`config.mk`:
```
export PLATFORM = sky130hd
export DESIGN_NAME = image_stream_spi_slave
export DESIGN_NICKNAME = d
export VERILOG_FILES = /design/src/byte_fifo.v /design/src/header_crc.v /design/src/image_stream_spi_slave.v
export VERILOG_INCLUDE_DIRS = /design/src
export SDC_FILE = /design/constraint.sdc
export NUM_CORES = 1
export LEC_CHECK = 0
export BUFFER_PORTS_ARGS = -buffer_cell sky130_fd_sc_hd__buf_4
export CAP_MARGIN = 10
export CORE_MARGIN = 5
export CORE_UTILIZATION = 40
export DETAILED_ROUTE_END_ITERATION = 10
export SLEW_MARGIN = 20
export SYNTH_ARGS = -nofsm -noshare
export SYNTH_HDL_FRONTEND = slang
export SYNTH_SLANG_ARGS = --single-unit
```
`constraint.sdc`:
```
create_clock -name clk -period 8.1 [get_ports clk]
set_input_delay 1.215 -clock clk [delete_from_list [all_inputs] [get_ports clk]]
set_output_delay 1.215 -clock clk [all_outputs]
set_load 0.1 [all_outputs]
```
`src/image_spi_regs.vh`:
```
// Purpose: Constants for the image stream serial slave
// Assumes: 200 MHz system clock
// Notes:   Times kept in their own unit, cycle counts derived
`ifndef IMAGE_SPI_REGS_VH
`define IMAGE_SPI_REGS_VH
`define HDR_BYTES        64
`define HDR_CRC_FIRST    6'h02
`define HDR_CRC_LAST     6'h3D
`define HDR_CRC_HI       6'h3E
`define HDR_CRC_LO       6'h3F
`define CRC_POLY         16'h1021
`define CRC_INIT         16'h0000
`define HDR_VERSION      16'h0003
`define HDR_RESERVED     16'hFFFF
`define CLK_MHZ          200
`define IRQ_ASSERT_NS    200
`define IRQ_CYCLES       ((`IRQ_ASSERT_NS * `CLK_MHZ + 999) / 1000)
`define FRAME_LAT_MS     20
`define FRAME_LAT_CYCLES (`FRAME_LAT_MS * 1000 * `CLK_MHZ)
`define BOOT_BLINK_MS    1000
`define BOOT_BLINK_CYCLES (`BOOT_BLINK_MS * 1000 * `CLK_MHZ)
`define CAP_VIDEO_BIT    0
`define CAP_MANUAL_BIT   1
`define IND_LED_OFF_BIT  0
`endif

```
`src/byte_fifo.v`:
```
// Purpose: Synchronous FIFO between the frame source and the serial shifter
// Assumes: One clock, valid/ready on both sides
// Notes:   Flip-flop storage, honest full and empty
`timescale 1ns/10ps
module byte_fifo #(
    parameter WIDTH = 8,
    parameter DEPTH = 16,
    parameter AW    = 4
) (
    input  wire             clk,       // System clock
    input  wire             rst_n,     // Async reset, active low
    input  wire [WIDTH-1:0] in_data,   // Write data
    input  wire             in_valid,  // Write request
    output wire             in_ready,  // Not full
    output wire [WIDTH-1:0] out_data,  // Head data
    output wire             out_valid, // Not empty
    input  wire             out_ready  // Read accept
);
    reg [WIDTH-1:0] mem [0:DEPTH-1];
    reg [AW-1:0]    wr_ptr;
    reg [AW-1:0]    rd_ptr;
    reg [AW:0]      count;
    wire            push;
    wire            pop;

    assign in_ready  = (count != DEPTH[AW:0]);
    assign out_valid = (count != {(AW+1){1'b0}});
    assign out_data  = mem[rd_ptr];
    assign push      = in_valid && in_ready;
    assign pop       = out_valid && out_ready;

    always @(posedge clk) begin
        if (push) begin
            mem[wr_ptr] <= in_data;
        end
    end

    always @(posedge clk or negedge rst_n) begin
        if (!rst_n) begin
            wr_ptr <= {AW{1'b0}};
            rd_ptr <= {AW{1'b0}};
            count  <= {(AW+1){1'b0}};
        end else begin
            if (push) begin
                wr_ptr <= wr_ptr + 1'b1;
            end
            if (pop) begin
                rd_ptr <= rd_ptr + 1'b1;
            end
            if (push && !pop) begin
                count <= count + 1'b1;
            end else if (pop && !push) begin
                count <= count - 1'b1;
            end
        end
    end
endmodule

```
`src/header_crc.v`:
```
// Purpose: CRC-CCITT over one byte per step, MSB first
// Assumes: Caller clears before the first covered byte
// Notes:   Polynomial and seed come from the constants header
`timescale 1ns/10ps
`include "image_spi_regs.vh"
module header_crc (
    input  wire        clk,   // System clock
    input  wire        rst_n, // Async reset, active low
    input  wire        clear, // Load seed value
    input  wire        step,  // Fold in one byte
    input  wire [7:0]  data,  // Byte to fold in
    output reg  [15:0] crc    // Running checksum
);
    reg [15:0] next_crc;
    integer    i;

    always @* begin
        next_crc = crc;
        for (i = 7; i >= 0; i = i - 1) begin
            if (next_crc[15] ^ data[i]) begin
                next_crc = {next_crc[14:0], 1'b0} ^ `CRC_POLY;
            end else begin
                next_crc = {next_crc[14:0], 1'b0};
            end
        end
    end

    always @(posedge clk or negedge rst_n) begin
        if (!rst_n) begin
            crc <= `CRC_INIT;
        end else if (clear) begin
            crc <= `CRC_INIT;
        end else if (step) begin
            crc <= next_crc;
        end
    end
endmodule

```
`src/image_stream_spi_slave.v`:
```
// Purpose: Serial image port slave: header plus image section per frame
// Assumes: Host drives sclk and port_select_n; clk far faster than sclk
// Notes:   Payload arrives as a byte stream; length given per frame
// Operation
// Serial port works only as a slave
// Send 64-byte header, then image data
// Header layout equals network stream header
// Drive frame interrupt for frame availability
// Host waits 2.5 us before first clock
// All data on primary output only
// Capture starts on trigger rising edge
// Frame ready about 20 ms after trigger
// Trigger honoured only in manual, non-video mode
// Indicator toggles per frame or every second
// Mode bit switches the indicator off
// Stream connection starts frames immediately
// Header ends with CRC-CCITT over 0x02..0x3D
// First header bit ready at select, no gaps
// Interrupt only after complete frame buffered; code asserts it once the header is loaded and the FIFO holds one byte
`timescale 1ns/10ps
`include "image_spi_regs.vh"
module image_stream_spi_slave #(
    parameter        FIFO_DEPTH  = 16,
    parameter        FIFO_AW     = 4,
    parameter [31:0] LAT_CYCLES  = `FRAME_LAT_CYCLES,
    parameter [31:0] BLINK_CYCLES = `BOOT_BLINK_CYCLES
) (
    input  wire        clk,                  // System clock 200 MHz
    input  wire        rst_n,                // Async reset, active low
    input  wire        sclk,                 // Serial clock from host
    input  wire        port_select_n,        // Slave select from host, active low
    input  wire        din,                  // Serial data in, unused by streaming
    output reg         primary_serial_out,   // Image data out
    output wire        secondary_serial_out, // Unavailable channel, held low
    output wire        role_select,          // Master/slave strap, low means slave
    output reg         frame_irq_n,          // Frame ready interrupt, active low
    input  wire        frame_trigger_in,     // Capture trigger, rising edge
    input  wire [1:0]  capture_mode_cfg,     // Bit0 video, bit1 manual
    input  wire [0:0]  indicator_mode_cfg,   // Bit0 turns indicator off
    input  wire        bootloader_mode,      // Indicator toggles once per second
    input  wire        stream_connect,       // Network stream connected pulse
    input  wire [15:0] image_width,          // Header field
    input  wire [15:0] image_height,         // Header field
    input  wire [7:0]  num_channels,         // Header field
    input  wire [7:0]  bytes_per_pixel,      // Header field
    input  wire [15:0] image_format,         // Header field
    input  wire [31:0] timestamp,            // Header field
    input  wire [7:0]  main_temp,            // Header field
    input  wire [7:0]  led_temp,             // Header field
    input  wire [15:0] firmware_version,     // Header field
    input  wire [31:0] payload_len,          // Image section length in bytes
    input  wire        frame_done,           // Video frame produced pulse
    input  wire [7:0]  pix_data,             // Image byte
    input  wire        pix_valid,            // Image byte valid
    output wire        pix_ready,            // FIFO can take a byte
    output reg         capture_start,        // Pulse: start one capture
    output reg         status_led            // Status indicator
);
    localparam S_IDLE = 2'd0;
    localparam S_HDR  = 2'd1;
    localparam S_DATA = 2'd2;
    localparam S_DONE = 2'd3;

    assign secondary_serial_out = 1'b0;
    assign role_select          = 1'b0;

    // Two-flop synchronisers for sclk, port_select_n and frame_trigger_in
    reg [1:0] sclk_s;
    reg [1:0] ss_s;
    reg [1:0] frame_trigger_in_s;
    reg       sclk_d;
    reg       frame_trigger_in_d;
    always @(posedge clk or negedge rst_n) begin
        if (!rst_n) begin
            sclk_s <= 2'b00;
            ss_s   <= 2'b11;
            frame_trigger_in_s <= 2'b00;
            sclk_d <= 1'b0;
            frame_trigger_in_d <= 1'b0;
        end else begin
            sclk_s <= {sclk_s[0], sclk};
            ss_s   <= {ss_s[0], port_select_n};
            frame_trigger_in_s <= {frame_trigger_in_s[0], frame_trigger_in};
            sclk_d <= sclk_s[1];
            frame_trigger_in_d <= frame_trigger_in_s[1];
        end
    end
    wire selected  = !ss_s[1];
    wire sclk_fall = sclk_d && !sclk_s[1];
    wire frame_trigger_in_rise = frame_trigger_in_s[1] && !frame_trigger_in_d;

    // Hardware trigger, gated by mode; latency counter
    wire frame_trigger_in_ok = !capture_mode_cfg[`CAP_VIDEO_BIT] && capture_mode_cfg[`CAP_MANUAL_BIT];
    reg [31:0] lat_cnt;
    reg        lat_busy;
    reg [15:0] frame_count;
    always @(posedge clk or negedge rst_n) begin
        if (!rst_n) begin
            lat_cnt       <= 32'h0000_0000;
            lat_busy      <= 1'b0;
            capture_start <= 1'b0;
        end else begin
            capture_start <= 1'b0;
            if (frame_trigger_in_rise && frame_trigger_in_ok && !lat_busy) begin
                capture_start <= 1'b1;
                lat_busy      <= 1'b1;
                lat_cnt       <= LAT_CYCLES;
            end else if (lat_busy) begin
                if (lat_cnt <= 32'h0000_0001) begin
                    lat_busy <= 1'b0;
                end
                lat_cnt <= lat_cnt - 32'h0000_0001;
            end
        end
    end
    wire lat_done = lat_busy && (lat_cnt <= 32'h0000_0001);
    wire new_frame = lat_done || stream_connect || (frame_done && !frame_trigger_in_ok);

    // Header byte assembly; same layout as network header
    // Constant header words, split into bytes below
    wire [15:0] hdr_rsv = `HDR_RESERVED;
    wire [15:0] hdr_ver = `HDR_VERSION;
    reg  [5:0]  hdr_idx;
    wire [15:0] crc_val;
    reg  [7:0]  hdr_byte;
    always @* begin
        case (hdr_idx)
            6'h00: hdr_byte = hdr_rsv[15:8];
            6'h01: hdr_byte = hdr_rsv[7:0];
            6'h02: hdr_byte = hdr_ver[15:8];
            6'h03: hdr_byte = hdr_ver[7:0];
            6'h04: hdr_byte = image_width[15:8];
            6'h05: hdr_byte = image_width[7:0];
            6'h06: hdr_byte = image_height[15:8];
            6'h07: hdr_byte = image_height[7:0];
            6'h08: hdr_byte = num_channels;
            6'h09: hdr_byte = bytes_per_pixel;
            6'h0A: hdr_byte = image_format[15:8];
            6'h0B: hdr_byte = image_format[7:0];
            6'h0C: hdr_byte = timestamp[31:24];
            6'h0D: hdr_byte = timestamp[23:16];
            6'h0E: hdr_byte = timestamp[15:8];
            6'h0F: hdr_byte = timestamp[7:0];
            6'h10: hdr_byte = frame_count[15:8];
            6'h11: hdr_byte = frame_count[7:0];
            6'h1A: hdr_byte = main_temp;
            6'h1B: hdr_byte = led_temp;
            6'h1C: hdr_byte = firmware_version[15:8];
            6'h1D: hdr_byte = firmware_version[7:0];
            6'h3E: hdr_byte = crc_val[15:8];
            6'h3F: hdr_byte = crc_val[7:0];
            default: hdr_byte = 8'h00;
        endcase
    end

    // Shift engine: header bytes from logic, image bytes from FIFO
    reg [1:0]  state;
    reg [7:0]  shreg;
    reg [2:0]  bit_idx;
    reg [31:0] data_left;
    reg        loaded;
    wire [7:0] fifo_data;
    wire       fifo_valid;
    wire       byte_end = sclk_fall && (bit_idx == 3'd7);
    // Pop as each payload byte enters the shifter; an empty FIFO there sends a stale byte
    wire       fifo_pop = selected && byte_end &&
                          ((state == S_HDR && hdr_idx == `HDR_CRC_LO && payload_len != 32'h0000_0000) ||
                           (state == S_DATA && data_left != 32'h0000_0001));
    wire       crc_step = (state == S_HDR) && byte_end && (hdr_idx >= `HDR_CRC_FIRST) && (hdr_idx <= `HDR_CRC_LAST);

    header_crc u_crc (
        .clk   (clk),
        .rst_n (rst_n),
        .clear (new_frame),
        .step  (crc_step),
        .data  (shreg),
        .crc   (crc_val)
    );

    byte_fifo #(
        .WIDTH (8),
        .DEPTH (FIFO_DEPTH),
        .AW    (FIFO_AW)
    ) u_fifo (
        .clk       (clk),
        .rst_n     (rst_n),
        .in_data   (pix_data),
        .in_valid  (pix_valid),
        .in_ready  (pix_ready),
        .out_data  (fifo_data),
        .out_valid (fifo_valid),
        .out_ready (fifo_pop)
    );

    always @(posedge clk or negedge rst_n) begin
        if (!rst_n) begin
            state              <= S_IDLE;
            shreg              <= 8'h00;
            bit_idx            <= 3'd0;
            hdr_idx            <= 6'h00;
            data_left          <= 32'h0000_0000;
            loaded             <= 1'b0;
            primary_serial_out <= 1'b0;
            frame_count        <= 16'h0000;
        end else begin
            case (state)
                S_IDLE: begin
                    if (new_frame) begin
                        state   <= S_HDR;
                        hdr_idx <= 6'h00;
                        bit_idx <= 3'd0;
                        loaded  <= 1'b0;
                    end
                end
                S_HDR: begin
                    if (!loaded) begin
                        shreg              <= hdr_byte;
                        primary_serial_out <= hdr_byte[7];
                        loaded             <= 1'b1;
                    end else if (selected && sclk_fall) begin
                        bit_idx <= bit_idx + 3'd1;
                        if (bit_idx == 3'd7) begin
                            if (hdr_idx == `HDR_CRC_LO) begin
                                state     <= S_DATA;
                                data_left <= payload_len;
                                shreg              <= fifo_data;
                                primary_serial_out <= fifo_data[7];
                                if (payload_len == 32'h0000_0000) begin
                                    state <= S_DONE;
                                end
                            end else begin
                                hdr_idx <= hdr_idx + 6'h01;
                                loaded  <= 1'b0;
                            end
                        end else begin
                            primary_serial_out <= shreg[6 - bit_idx];
                        end
                    end
                end
                S_DATA: begin
                    if (selected && sclk_fall) begin
                        bit_idx <= bit_idx + 3'd1;
                        if (bit_idx == 3'd7) begin
                            data_left <= data_left - 32'h0000_0001;
                            if (data_left == 32'h0000_0001) begin
                                state <= S_DONE;
                            end else begin
                                shreg              <= fifo_data;
                                primary_serial_out <= fifo_data[7];
                            end
                        end else begin
                            primary_serial_out <= shreg[6 - bit_idx];
                        end
                    end
                end
                default: begin
                    // Frame finished: count it for the next header
                    frame_count <= frame_count + 16'h0001;
                    state       <= S_IDLE;
                end
            endcase
        end
    end

    // Interrupt once the header is loaded and the FIFO holds a byte (or payload is empty); held low until readout begins
    wire ready_to_read = (state == S_HDR) && loaded &&
                         (fifo_valid || payload_len == 32'h0000_0000);
    always @(posedge clk or negedge rst_n) begin
        if (!rst_n) begin
            frame_irq_n <= 1'b1;
        end else begin
            if (ready_to_read && !selected) begin
                frame_irq_n <= 1'b0;
            end else if (selected || state == S_IDLE) begin
                frame_irq_n <= 1'b1;
            end
        end
    end

    // Status indicator
    reg [31:0] blink_cnt;
    always @(posedge clk or negedge rst_n) begin
        if (!rst_n) begin
            status_led <= 1'b0;
            blink_cnt  <= 32'h0000_0000;
        end else if (indicator_mode_cfg[`IND_LED_OFF_BIT]) begin
            status_led <= 1'b0;
            blink_cnt  <= 32'h0000_0000;
        end else if (bootloader_mode) begin
            if (blink_cnt >= BLINK_CYCLES - 32'h0000_0001) begin
                blink_cnt  <= 32'h0000_0000;
                status_led <= !status_led;
            end else begin
                blink_cnt <= blink_cnt + 32'h0000_0001;
            end
        end else if (new_frame) begin
            status_led <= !status_led;
        end
    end
endmodule

```
Word level (Yosys, flattened, before mapping)
Memories as Yosys holds them, arrays and structs flattened. Index checks and enable logic that the tools add are counted. W data, S select, Z words.

Shifts and indexed selects: 0. Equality and inequality tests: 44. Reduce and logical (&&, ||, !) cells: 62. Multiplexer cells: 81. Add/subtract/negate cells: 11. Divide/modulo/power cells: 0. Multiply operators: 0. Bitwise gates (word level): 16. Order comparisons: 5.

Operator list (count): $mux W32 (11); $pmux W8 S22 (1); $mux W13 (8); $pmux W32 S2 (1); $sub A32 B1 Y32 const B (2); $mux W8 (7); $eq A6 B4 Y1 const B (8); $eq A6 B5 Y1 const B (6); $add A32 B1 Y32 const B (1); $eq A32 B1 Y1 const B (1); $ge A32 B28 Y1 const B (1); $le A32 B1 Y1 const B (1); $logic_not A32 Y1 (1); $lt A32 B4 Y1 const B (1); $mux W16 (2); $ne A32 B1 Y1 const B (1); $reduce_bool A32 Y1 (1); $mux W6 (5); $mux W1 (26); $eq A6 B3 Y1 const B (4); $logic_and A1 B1 Y1 (24); $not A3 Y3 (8); $add A16 B1 Y16 const B (1); $mux W2 (8); other kinds (44) (89).

Input bits: 181. Latch bits: 0. Memories kept: 1. Logic and storage cells: 243. Output and inout port bits: 7. Flip-flop bits (word level): 174. Bits in read-only memories: 0. Bits in writable memories: 128.

Memory list: u_fifo.mem (depth 16, width 8, rd ports 1, clocked after Yosys merged registers in 0, write ports 1, line byte_fifo.v:19) `reg [WIDTH-1:0] mem [0:DEPTH-1];`.

Depth between registers and ports, before layout
Gate-level depths: netlist of run 1.

Depth in word-level cells: 18. Gate-level depth with buffers: 15.

By module
From an unflattened synthesis of run 1, not the netlist that was laid out.

Cells, all modules: 1469. Area, all modules: 16089.2 um^2.

By module, submodules not included: image_stream_spi_slave (sequential area each 3632.2 um^2, area an instance 9275.1 um^2, cells each 1072, times used 1); byte_fifo (sequential area each 4169.0 um^2, area an instance 5770.5 um^2, cells each 318, times used 1); header_crc (sequential area each 400.4 um^2, area an instance 1043.5 um^2, cells each 79, times used 1).

Least setup slack after synthesis of run 1
OpenSTA, ideal clock, no wires.

Path kind: register to register. From: register data_left[20]. To: register u_fifo.count[4]. Path buffers: 1. Library setup time: 0.125 ns. Stages on the path, launching flop included: 15. Clock period less this slack: 3.440 ns. Required time: 7.975 ns. Arrival: 3.314 ns. Path slack: 4.660 ns. Cells stage by stage: dfrtp_1 -> or4_4 -> or3_1 -> buf_6 -> nor4_4 -> o22ai_1 -> nand2_2 -> ha_1 -> inv_1 -> fa_1 -> a21o_1 -> a21oi_1 -> xnor2_1 -> nor2_1 -> xor2_1.

Cells in the longest elaborated chain, start to end: 8. Elaborated cells between the ends (all ways): 10. Those cells by class: eq/ne (1); mux (1); reduce/logical (8).

Ends and longest elaborated chain: from (decl) (line image_stream_spi_slave.v:160) `reg [31:0] data_left;`; from (signal assigned) (line image_stream_spi_slave.v:225) `data_left <= payload_len;`; from (signal assigned) (line image_stream_spi_slave.v:244) `data_left <= data_left - 32'h0000_0001;`; $ne A32 B1 Y1 (*) (line image_stream_spi_slave.v:168) `(state == S_DATA && data_left != 32'h0000_0001));`; $logic_and A1 B1 Y1 (*) (line image_stream_spi_slave.v:168); $logic_or A1 B1 Y1 (*) (line image_stream_spi_slave.v:167) `` ((state == S_HDR && hdr_idx == `HDR_CRC_LO && payload_len != 32'h0000_0000) || ``; $logic_and A1 B1 Y1 (*) (line image_stream_spi_slave.v:166) `wire fifo_pop = selected && byte_end &&`; $logic_and A1 B1 Y1 (*) (line byte_fifo.v:30) `assign pop = out_valid && out_ready;`; $logic_not A1 Y1 (line byte_fifo.v:50) `if (push && !pop) begin`; $logic_and A1 B1 Y1 (line byte_fifo.v:50); $mux W5 or $reduce_bool A2 Y1 (tied branches); to (signal assigned) (line byte_fifo.v:42) `count <= {(AW+1){1'b0}};`; to (signal assigned) (line byte_fifo.v:51) `count <= count + 1'b1;`; to (signal assigned) (line byte_fifo.v:53) `count <= count - 1'b1;`; to (decl) (line byte_fifo.v:22) `reg [AW:0] count;`.

Every way passes the cells marked *; elsewhere a longest branch is shown, timed or not. A chain may end at the register's enable or synchronous reset.

Worst setup path after layout of run 1
From: register hdr_idx[1]. To: register data_left[14].

Cells in the longest elaborated chain, start to end: 3.

Ends and longest elaborated chain: from (decl) (line image_stream_spi_slave.v:123) `reg [5:0] hdr_idx;`; from (signal assigned) (line image_stream_spi_slave.v:232) `hdr_idx <= hdr_idx + 6'h01;`; $eq A6 B6 Y1; $ne A2 B2 Y1 (no line); $reduce_and A7 Y1 (no line).

No other way between the ends.

==> flow_summary.json, run 1 <==
{
  "initial_core_util": 0.404,
  "ys.flop_type": "dfrtp_1",
  "dp_cells": 2050,
  "die_h_um": 208,
  "drc": 0,
  "overflow": 0,
  "fin_setup_tns_ps": 0,
  "r2r-end": "data_left[14]$_DFFE_PN0P_",
  "hold_viol": 0,
  "cp_num_buf_inv": 0,
  "cts_made_buffers": 35,
  "grt_pass1_vias": 11700,
  "critPathMaxStageDelay_ps": 910,
  "power_frac_comb": 0.299,
  "synth-seq-cells": 302,
  "clk_path_buf_depth": 3,
  "first_iter_violations": 1038,
  "clk_pin_slew_worst_paths_ps": 60,
  "io_pins": 188,
  "antenna_left": 0,
  "crit_chain": "ha_1 > nand3_1 > o41ai_1 > and3_2 > nand2_1 > o221a_2",
  "area_growth_pct": 18.7,
  "clock_tree.htree_level_count": 2,
  "critical_path.endpoint": "data_left[14]$_DFFE_PN0P_",
  "post-cts-setup-buffers": 0,
  "synth_edf_count": 128,
  "worstHoldPathCells": 0,
  "final_layout_size_suffix_gt1_frac": 0.215,
  "vias": 12100,
  "grtUsageTotal": 0.191,
  "cts.sink_count": 302,
  "hold_path_class": "reg2reg",
  "grt_max_degree": 100,
  "routed_wl_um": 42400,
  "switching_share": 0.343,
  "p_sw_mw": 1.81,
  "critPathKind": "reg2reg",
  "io_buffers": 184,
  "max_cap_violations": 0,
  "final_common_cell": "buf_4",
  "reg2reg_depth": 6,
  "ys_types": 90,
  "antenna_found_initial": 0,
  "fin_crit_sh": 0.545,
  "finClkSkew_ps": 8.38,
  "rows": 72,
  "grt_pass1_wl_um": 67300,
  "p_per_area_nw_per_um2": 284,
  "viasPerCell": 5.72,
  "dr.pass1.iters": 5,
  "r2r-start": "hdr_idx[1]$_DFFE_PN0P_",
  "slew_viol_final": 0,
  "place_congestion": 0.970,
  "ir_drop_uv": 157,
  "end_kind": "flip-flop",
  "maxClockFrequency_mhz": 227,
  "cp_slowest_cell": "and3_2",
  "cts_resized": 0,
  "dp_hpwl_um": 29900,
  "clk_latency_ps": 510,
  "p_leak_nw": 7.15,
  "crit_family": "simple AND/OR/NAND/NOR gates",
  "rrSetupSlack_ps": 3690,
  "async_flop_share": 0.576,
  "utilization": 0.480,
  "p_total_mw": 5.27,
  "start_kind": "flip-flop",
  "relSlewSlack": 0.275,
  "critical_path_required_ps": 8490,
  "period_needed_ps": 4410,
  "synthesis.area_sq_um": 15600,
  "wl_per_cell_um": 20.1,
  "yosys_warnings": 0,
  "final_cell_mix": "buf_4 (197), dfrtp_1 (170), edfxtp_1 (128), nor2_1 (112), o21ai_0 (101)",
  "fin_nets": 1778,
  "fin_ws_ps": 3690,
  "fp.dieArea_sq_um": 43100,
  "antenna_cells": 0,
  "syn_inst": 1411,
  "finalSetupViolations": 0,
  "coreArea_sq_um": 38600,
  "crit_start": "hdr_idx[1]$_DFFE_PN0P_",
  "avgSynthCellArea_sq_um": 11.1,
  "cp.depth": 6,
  "layout.cells.non_filler": 2111,
  "die_w_um": 208,
  "seq_area_frac_synth": 0.525,
  "status": "completed",
  "clkPwrFrac": 0.291,
  "root_buffer": "clkbuf_16",
  "cts_tree": "yes",
  "seq_power_share": 0.410,
  "dp_slack_ps": 3690,
  "tightest_slew_ps": 1080,
  "rsz0062_at_grt": "no",
  "holdBufCountCts": 0,
  "worstPathArrival_ps": 4800,
  "internal-power_mw": 3.46,
  "cp_max_fo": 56
}
==> worst reg2reg max path: stages, from the launching register on <==
cell,delay [ps]
dfrtp_1,470
ha_1,520
nand3_1,370
o41ai_1,620
and3_2,910
nand2_1,880
o221a_2,540
==> layout make-up <==
type	instances	area (sq um)
repair buffers	198	1490
flip-flops and latches	302	8200
clock inverters	14	124
inverters	22	82.6
well taps	518	648
fillers	3508	20100
clock buffers	47	993
multi-input cells	1010	7000
==> per-stage QoR <==
step / cell area (sq um) / hold WS [ps]
global route: 18500 / 362
finish: 18500 / 346
detailed placement: 17400 / 337
CTS: 18500 / 350
floorplan: 15600 / 331
global placement: 17400 / 333
==> cells by family after synthesis <==
kind of cell / count (synthesis) / synth area share
AOI/OAI and AO/OA: 343 / 0.142
xor gates and xnor gates: 52 / 0.0292
adders and majority gates: 28 / 0.0229
buffers and inverters: 100 / 0.0280
DFF: 302 / 0.525
muxes: 80 / 0.0831
other: 1 / 0.000240
and+or+nand+nor: 505 / 0.169
==> sequential cells by signal (all words and copies together), names as in the netlist, 2 cells and up <==
signal / flops
state: 2
frame_trigger_in_s: 2
u_fifo.rd_ptr: 4
u_crc.crc: 16
u_fifo.wr_ptr: 4
sclk_s: 2
shreg: 8
data_left: 32
lat_cnt: 32
u_fifo.count: 5
ss_s: 2
u_fifo.mem: 128
frame_count: 16
bit_idx: 3
hdr_idx: 6
blink_cnt: 32
==> synth_stat cells (all sizes together) (4+ instances only) <==
| cell | count | area share |
|---|---|---|
| and3 | 34 | 0.014 |
| nand2 | 98 | 0.024 |
| inv | 20 | 0.0048 |
| nor2 | 114 | 0.028 |
| o21ai | 102 | 0.033 |
| o41ai | 9 | 0.0050 |
| and2 | 18 | 0.0073 |
| nand2b | 9 | 0.0036 |
| a21oi | 67 | 0.022 |
| o311ai | 10 | 0.0061 |
| and4 | 6 | 0.0034 |
| a2111oi | 5 | 0.0028 |
| mux2i | 21 | 0.013 |
| nand3 | 68 | 0.022 |
| ha | 27 | 0.022 |
| dfrtp | 171 | 0.27 |
| buf | 31 | 0.011 |
| mux2 | 22 | 0.016 |
| xor2 | 15 | 0.0084 |
| nor4 | 30 | 0.014 |
| clkbuf | 47 | 0.012 |
| o211ai | 6 | 0.0029 |
| o22ai | 29 | 0.012 |
| edfxtp | 128 | 0.25 |
| or3 | 12 | 0.0049 |
| a32oi | 6 | 0.0034 |
| a22oi | 38 | 0.018 |
| a31oi | 11 | 0.0044 |
| xnor2 | 37 | 0.021 |
| nand4 | 27 | 0.011 |
| mux4 | 37 | 0.054 |
| nor3 | 41 | 0.014 |
| o31ai | 22 | 0.011 |
| or4 | 13 | 0.0065 |
| o221a | 4 | 0.0029 |
| nor2b | 9 | 0.0036 |
| or2 | 4 | 0.0016 |
| a22o | 10 | 0.0058 |
==> power by group through the flow <==
stage | clock network, mW | logic [mW] | registers, mW
5_1_grt | 1.64 | 1.77 | 2.21
3_3_place_gp | 0 | 1.55 | 2.17
6_report | 1.53 | 1.58 | 2.16
3_5_place_dp | 0 | 1.58 | 2.19
2_1_floorplan | 0 | 1.19 | 2.14
4_1_cts | 1.58 | 1.59 | 2.16
==> how the worst min path moves through the flow <==
stage / end / slack [ps] / startpoint
floorplan: frame_trigger_in_s[1]$_DFF_PN0_ / 330 / frame_trigger_in_s[0]$_DFF_PN0_
global placement: frame_trigger_in_s[1]$_DFF_PN0_ / 330 / frame_trigger_in_s[0]$_DFF_PN0_
detailed placement: frame_trigger_in_s[1]$_DFF_PN0_ / 340 / frame_trigger_in_s[0]$_DFF_PN0_
CTS: frame_trigger_in_s[1]$_DFF_PN0_ / 350 / frame_trigger_in_s[0]$_DFF_PN0_
global route: sclk_s[1]$_DFF_PN0_ / 360 / sclk_s[0]$_DFF_PN0_
finish: sclk_s[1]$_DFF_PN0_ / 350 / sclk_s[0]$_DFF_PN0_
==> metal layers <==
metal / vias to the layer above / wire, um / track usage
met4: 0 / 935 / 0.0421
met3: 62 / 2440 / 0.0366
met2: 377 / 20100 / 0.314
li1: 5737 / - / -
met1: 5889 / 18900 / 0.266
met5: - / 0 / 0
No activity file was read; power rests on OpenSTA's default activity.
==> run 2: changes to the inputs <==
- ABC_AREA: not set -> 1
- clock period: 8.1 -> 3.9 ns (I/O delays scaled with it)
==> run 2 against run 1 <==
Compared with the run above: clock power rose by 140%; combinational power rose by 120%; cell count rose by 37%; hold slack got worse by 280 ps; critical path type unchanged; largest power group unchanged; highest routed layer unchanged.
==> flow_summary.json, run 2 <==
{
  "status": "completed",
  "final_area_sq_um": 20100,
  "coreArea_sq_um": 41900,
  "rrSetupSlack_ps": 590,
  "crit_top_cell": "ha_1",
  "fin_setup_tns_ps": 0,
  "antenna_left": 0,
  "rsz0062_at_grt": "no",
  "largest-register": "u_fifo.mem",
  "cp_slowest_cell": "dfrtp_1",
  "cp_max_fo": 9,
  "end_kind": "flip-flop",
  "holdBufCountCts": 0,
  "fin_crit_sh": 0.848,
  "fp.dieArea_sq_um": 46400,
  "cts_resized": 0,
  "start_kind": "flip-flop",
  "finClkSkew_ps": 26.6,
  "cts.sink_count": 302,
  "avgSynthCellArea_sq_um": 7.83,
  "ys.flop_type": "dfrtp_1",
  "utilization": 0.479,
  "viasPerCell": 5.13,
  "p_leak_nw": 8.86,
  "hold_path_class": "in2async",
  "routed_wl_um": 50100,
  "die_w_um": 215,
  "vias": 14900,
  "dp_hpwl_um": 36400,
  "critical_path_required_ps": 4320,
  "die_h_um": 215,
  "p_per_area_nw_per_um2": 573,
  "final_common_cell": "nand2_1",
  "slew_viol_final": 0,
  "clock_tree.htree_level_count": 2,
  "wl_per_cell_um": 17.3,
  "root_buffer": "clkbuf_16",
  "grtUsageTotal": 0.209,
  "first_iter_violations": 1118,
  "yosys_warnings": 0,
  "placed_area_sq_um": 18800,
  "final_cell_mix": "nand2_1 (608), nor2_1 (331), buf_4 (200), inv_1 (182), dfrtp_1 (170)",
  "ir_drop_uv": 483,
  "cts_made_buffers": 35,
  "syn_inst": 2154,
  "crit_chain": "ha_1 > ha_1 > nand3_1 > nor3_1 > nand2_2 > ha_1 > inv_1 > ha_1 > a21o_1 > a31oi_1 > nand2_1 > nand2_1 > nor2_1 > xor2_1",
  "netlist_top_cells_count": "nand2_1 (608), nor2_1 (331), inv_1 (182)",
  "clk_latency_ps": 560,
  "tightest_slew_ps": 947,
  "overflow": 0,
  "yosysTopAreaCell": "dfrtp_1",
  "maxClockFrequency_mhz": 302,
  "drc": 0,
  "cp_num_buf_inv": 1,
  "finalSetupViolations": 0,
  "post-cts-setup-buffers": 0,
  "crit_family": "adder cells",
  "fin_nets": 2542,
  "fill_cells": 4070,
  "relSlewSlack": 0.363,
  "critPathKind": "reg2reg",
  "r2r-end": "u_fifo.count[4]$_DFFE_PN0P_",
  "max_cap_violations": 0,
  "synth-seq-cells": 302,
  "synth.most_common_cell": "nand2_1",
  "largest_reg_flops": 128,
  "antenna_cells": 0,
  "seq_area_frac_synth": 0.486,
  "antenna_found_initial": 0,
  "async_flop_share": 0.576,
  "rows": 75,
  "grt_pass1_wl_um": 78400,
  "io_pins": 188,
  "grt_max_degree": 77,
  "clk_path_buf_depth": 3,
  "critPathMaxStageDelay_ps": 500,
  "synth_edf_count": 128,
  "initial_core_util": 0.403,
  "ys_top_cells_by_area": "dfrtp_1 (25%), edfxtp_1 (23%), nand2_1 (14%)",
  "place_congestion": 0.952,
  "io_buffers": 184,
  "area_growth_pct": 18.8,
  "dr.pass1.iters": 7,
  "synthesis.area_sq_um": 16900,
  "synth_top_area_share": 0.254,
  "ys_types": 51,
  "period_needed_ps": 3310,
  "hold_viol": 0,
  "clk_pin_slew_worst_paths_ps": 60,
  "final_layout_size_suffix_gt1_frac": 0.131,
  "cts_tree": "yes",
  "reg2reg_depth": 14,
  "grt_pass1_vias": 14200,
  "worstPathArrival_ps": 3730,
  "r2r-start": "bit_idx[0]$_DFFE_PN0P_"
}
[run 2: worst max path at each step]
stage / start / endpoint / slack (ps) / cells after the start
after floorplan: u_fifo.count[1]$_DFFE_PN0P_ / u_fifo.count[4]$_DFFE_PN0P_ / 460 / 13
after global routing: hdr_idx[2]$_DFFE_PN0P_ / u_fifo.count[4]$_DFFE_PN0P_ / 310 / 15
final: bit_idx[0]$_DFFE_PN0P_ / u_fifo.count[4]$_DFFE_PN0P_ / 590 / 14
after global placement: bit_idx[0]$_DFFE_PN0P_ / u_fifo.count[4]$_DFFE_PN0P_ / 670 / 14
after detailed placement: bit_idx[0]$_DFFE_PN0P_ / u_fifo.count[4]$_DFFE_PN0P_ / 620 / 14
after CTS: bit_idx[0]$_DFFE_PN0P_ / u_fifo.count[4]$_DFFE_PN0P_ / 580 / 14
[run 2: routing by layer]
layer | wire, um | GRT usage | vias up
met5 | 0 | 0 | -
met3 | 2640 | 0.0370 | 76
met2 | 23000 | 0.342 | 401
li1 | - | - | 7438
met1 | 23100 | 0.289 | 6947
met4 | 1370 | 0.0593 | 0
[run 2: cells by family (layout without fill, tap and decap cells)]
logic type	count (synthesis)	in the layout	synth area share
mux	3	3	0.00178
fa+ha+maj	28	28	0.0212
compound gates	259	259	0.0834
flops	302	302	0.486
other cells	1	2	0.000222
buf+inv	257	462	0.0619
xor+xnor	73	73	0.0379
simple gates	1231	1231	0.308
[run 2: power by group]
group	switching (mW)	internal (mW)	leakage, nW	total, mW
logic	2.37	1.16	4.88	3.53
clock network	1.38	2.24	0.613	3.63
registers	0.435	3.90	3.37	4.34
[run 2: final cells by class]
cell class | count | area (sq um) | share of cell area
inverter | 196 | 736 | 0.0367
tap | 539 | 674 | 0.0336
clock buffer | 39 | 912 | 0.0455
clock inverter | 25 | 365 | 0.0182
timing repair buffer | 202 | 1530 | 0.0764
multi-input combinational | 1596 | 7630 | 0.381
sequential | 302 | 8200 | 0.409
[run 2: worst reg2reg max path, cell delays in order (launching register included)]
cell and delay, ps:
dfrtp_1 500, ha_1 200, ha_1 270, nand3_1 140
nor3_1 490, nand2_2 200, ha_1 270, inv_1 140
ha_1 270, a21o_1 180, a31oi_1 180, nand2_1 80
nand2_1 60, nor2_1 40, xor2_1 130
[run 2: per-stage QoR]
stage,power [mW],worst slack (ps),std cells,hold WS [ps]
after global routing,12.2,312,2899,119
final,11.5,591,2899,62.3
after detailed placement,7.91,616,2835,335
after global placement,7.83,674,2835,338
after floorplan,6.81,465,2155,289
after CTS,11.6,582,2899,92.0
==> run 3: changes to the inputs <==
- ABC_AREA: 1 -> 0
- clock period: 3.9 -> 2.7 ns (I/O delays scaled with it)
==> run 3 against run 2 <==
Compared with the run above: the run now ends with negative setup slack left; critical path depth shrank 1; die area fell by 7.1%; core utilization rose by 3.8 points; sequential power increased by 44%; clock power rose by 32%; fmax up 3.2%; via count fell by 14%; register-to-register slack got worse by 1100 ps; critical path type unchanged; critical endpoint unchanged; largest power group unchanged.
==> flow_summary.json, run 3 (same netlist as run 1, synthesis figures left out) <==
{
  "drc": 0,
  "worstPathArrival_ps": 3590,
  "root_buffer": "clkbuf_16",
  "layout.cells.non_filler": 2266,
  "dr.pass1.iters": 5,
  "final_cell_mix": "buf_4 (340), dfrtp_1 (167), edfxtp_1 (128), nor2_1 (112), o21ai_0 (97)",
  "reg2reg_depth": 13,
  "fin_ws_ps": -506,
  "critical_path.endpoint": "u_fifo.count[4]$_DFFE_PN0P_",
  "cts_tree": "yes",
  "cts.sink_count": 302,
  "tightest_slew_ps": 1010,
  "final_area_sq_um": 20000,
  "grt_pass1_wl_um": 70500,
  "slew_viol_final": 0,
  "hold_path_class": "in2reg",
  "grt_pass1_vias": 12700,
  "crit_start": "data_left[14]$_DFFE_PN0P_",
  "overflow": 0,
  "wl_per_cell_um": 19.6,
  "place_congestion": 0.935,
  "fin_nets": 1930,
  "final_common_cell": "buf_4",
  "rows": 72,
  "finalSetupViolations": 4,
  "p_sw_mw": 5.83,
  "critical_path_required_ps": 3080,
  "viasPerCell": 5.65,
  "rsz0062_at_grt": "yes",
  "final_layout_size_suffix_gt1_frac": 0.298,
  "violations": "negative setup slack",
  "switching_share": 0.340,
  "clk_pin_slew_worst_paths_ps": 60,
  "internal-power_mw": 11.3,
  "largest-register": "u_fifo.mem",
  "first_iter_violations": 1002,
  "routed_wl_um": 44400,
  "fin_setup_tns_ps": -1290,
  "io_pins": 188,
  "dp_cells": 2190,
  "seq_power_share": 0.365,
  "period_needed_ps": 3210,
  "r2r-start": "data_left[14]$_DFFE_PN0P_",
  "dp_hpwl_um": 32100,
  "coreArea_sq_um": 38600,
  "critPathKind": "reg2reg",
  "cts_made_buffers": 35,
  "die_w_um": 208,
  "clk_latency_ps": 520,
  "io_buffers": 184,
  "grt_max_degree": 62,
  "cp_max_fo": 3,
  "ir_drop_uv": 733,
  "antenna_left": 0,
  "finClkSkew_ps": 21.5,
  "rrSetupSlack_ps": -510,
  "worstHoldPathCells": 1,
  "fp.dieArea_sq_um": 43100,
  "area_growth_pct": 27.9,
  "fin_crit_sh": 1.19,
  "fill_cells": 3378,
  "p_leak_nw": 8.00,
  "clock_tree.htree_level_count": 2,
  "r2r-end": "u_fifo.count[4]$_DFFE_PN0P_",
  "relSlewSlack": 0.322,
  "antenna_cells": 0,
  "max_cap_violations": 0,
  "antenna_found_initial": 0,
  "hold_viol": 0,
  "clkPwrFrac": 0.279,
  "status": "finished with violations",
  "initial_core_util": 0.404,
  "clk_path_buf_depth": 3,
  "vias": 12800,
  "maxClockFrequency_mhz": 312,
  "end_kind": "flip-flop",
  "grtUsageTotal": 0.199,
  "die_h_um": 208,
  "p_total_mw": 17.2,
  "placed_area_sq_um": 18600,
  "p_per_area_nw_per_um2": 859,
  "power_frac_comb": 0.356,
  "start_kind": "flip-flop",
  "largest_reg_flops": 128
}
[run 3: cell type report]
type / instances / area [sq um] / share of cell area
clock buffer: 43 / 957 / 0.0479
clock inverter: 21 / 216 / 0.0108
inverter: 22 / 85.1 / 0.00426
multi-input combinational: 1011 / 7170 / 0.359
sequential: 302 / 8210 / 0.411
tap: 518 / 648 / 0.0324
timing repair buffer: 349 / 2700 / 0.135
[run 3: per-stage QoR]
step,util,hold slack [ps],setup slack [ps]
after global routing,0.517,3.99,-616
after CTS,0.515,7.39,-471
after detailed placement,0.481,336,-500
after floorplan,-,109,-530
after global placement,0.481,336,-470
final,0.517,26.1,-506
[run 3: timing repair]
item                                    CTS  global route
pin swaps                                 6             9
buffers inserted                          6             3
hold buffers                              2             0
endpoints found under the hold margin    33             0
resized for setup                        14            13
endpoints found under the setup margin   12            37
gates cloned                              0             1
[run 3: worst min path at each step]
stage	start	end
5_1_grt	port_select_n	ss_s[0]$_DFF_PN1_
4_1_cts	port_select_n	ss_s[0]$_DFF_PN1_
3_3_place_gp	rst_n	capture_start$_DFF_PN0_
3_5_place_dp	rst_n	capture_start$_DFF_PN0_
6_report	sclk	sclk_s[0]$_DFF_PN0_
2_1_floorplan	rst_n	bit_idx[0]$_DFFE_PN0P_
[run 3: power groups by stage]
stage          Sequential, mW  Clock, mW  Combinational (mW)
2_1_floorplan            6.41          0                3.61
3_3_place_gp             6.31          0                5.83
3_5_place_dp             6.35          0                5.93
4_1_cts                  6.27       4.90                6.05
5_1_grt                  6.39       5.09                6.73
6_report                 6.27       4.79                6.11
[run 3: per-layer routing]
metal | wire length, um | vias up | global-route usage
li1 | - | 6033 | -
met1 | 19500 | 6237 | 0.270
met2 | 20700 | 429 | 0.322
met3 | 2510 | 100 | 0.0384
met4 | 1630 | 0 | 0.0677
met5 | 0 | - | 0
[run 3: worst max-delay path, cell delays in order, from the launching register on]
cell	delay, ps
dfrtp_1	380
or4_4	540
or3_4	360
nor4_4	330
o22ai_2	170
nand2_2	120
ha_4	150
inv_4	40
fa_2	330
a21o_1	180
a21oi_2	140
xnor2_1	150
nor2_1	70
xor2_1	140
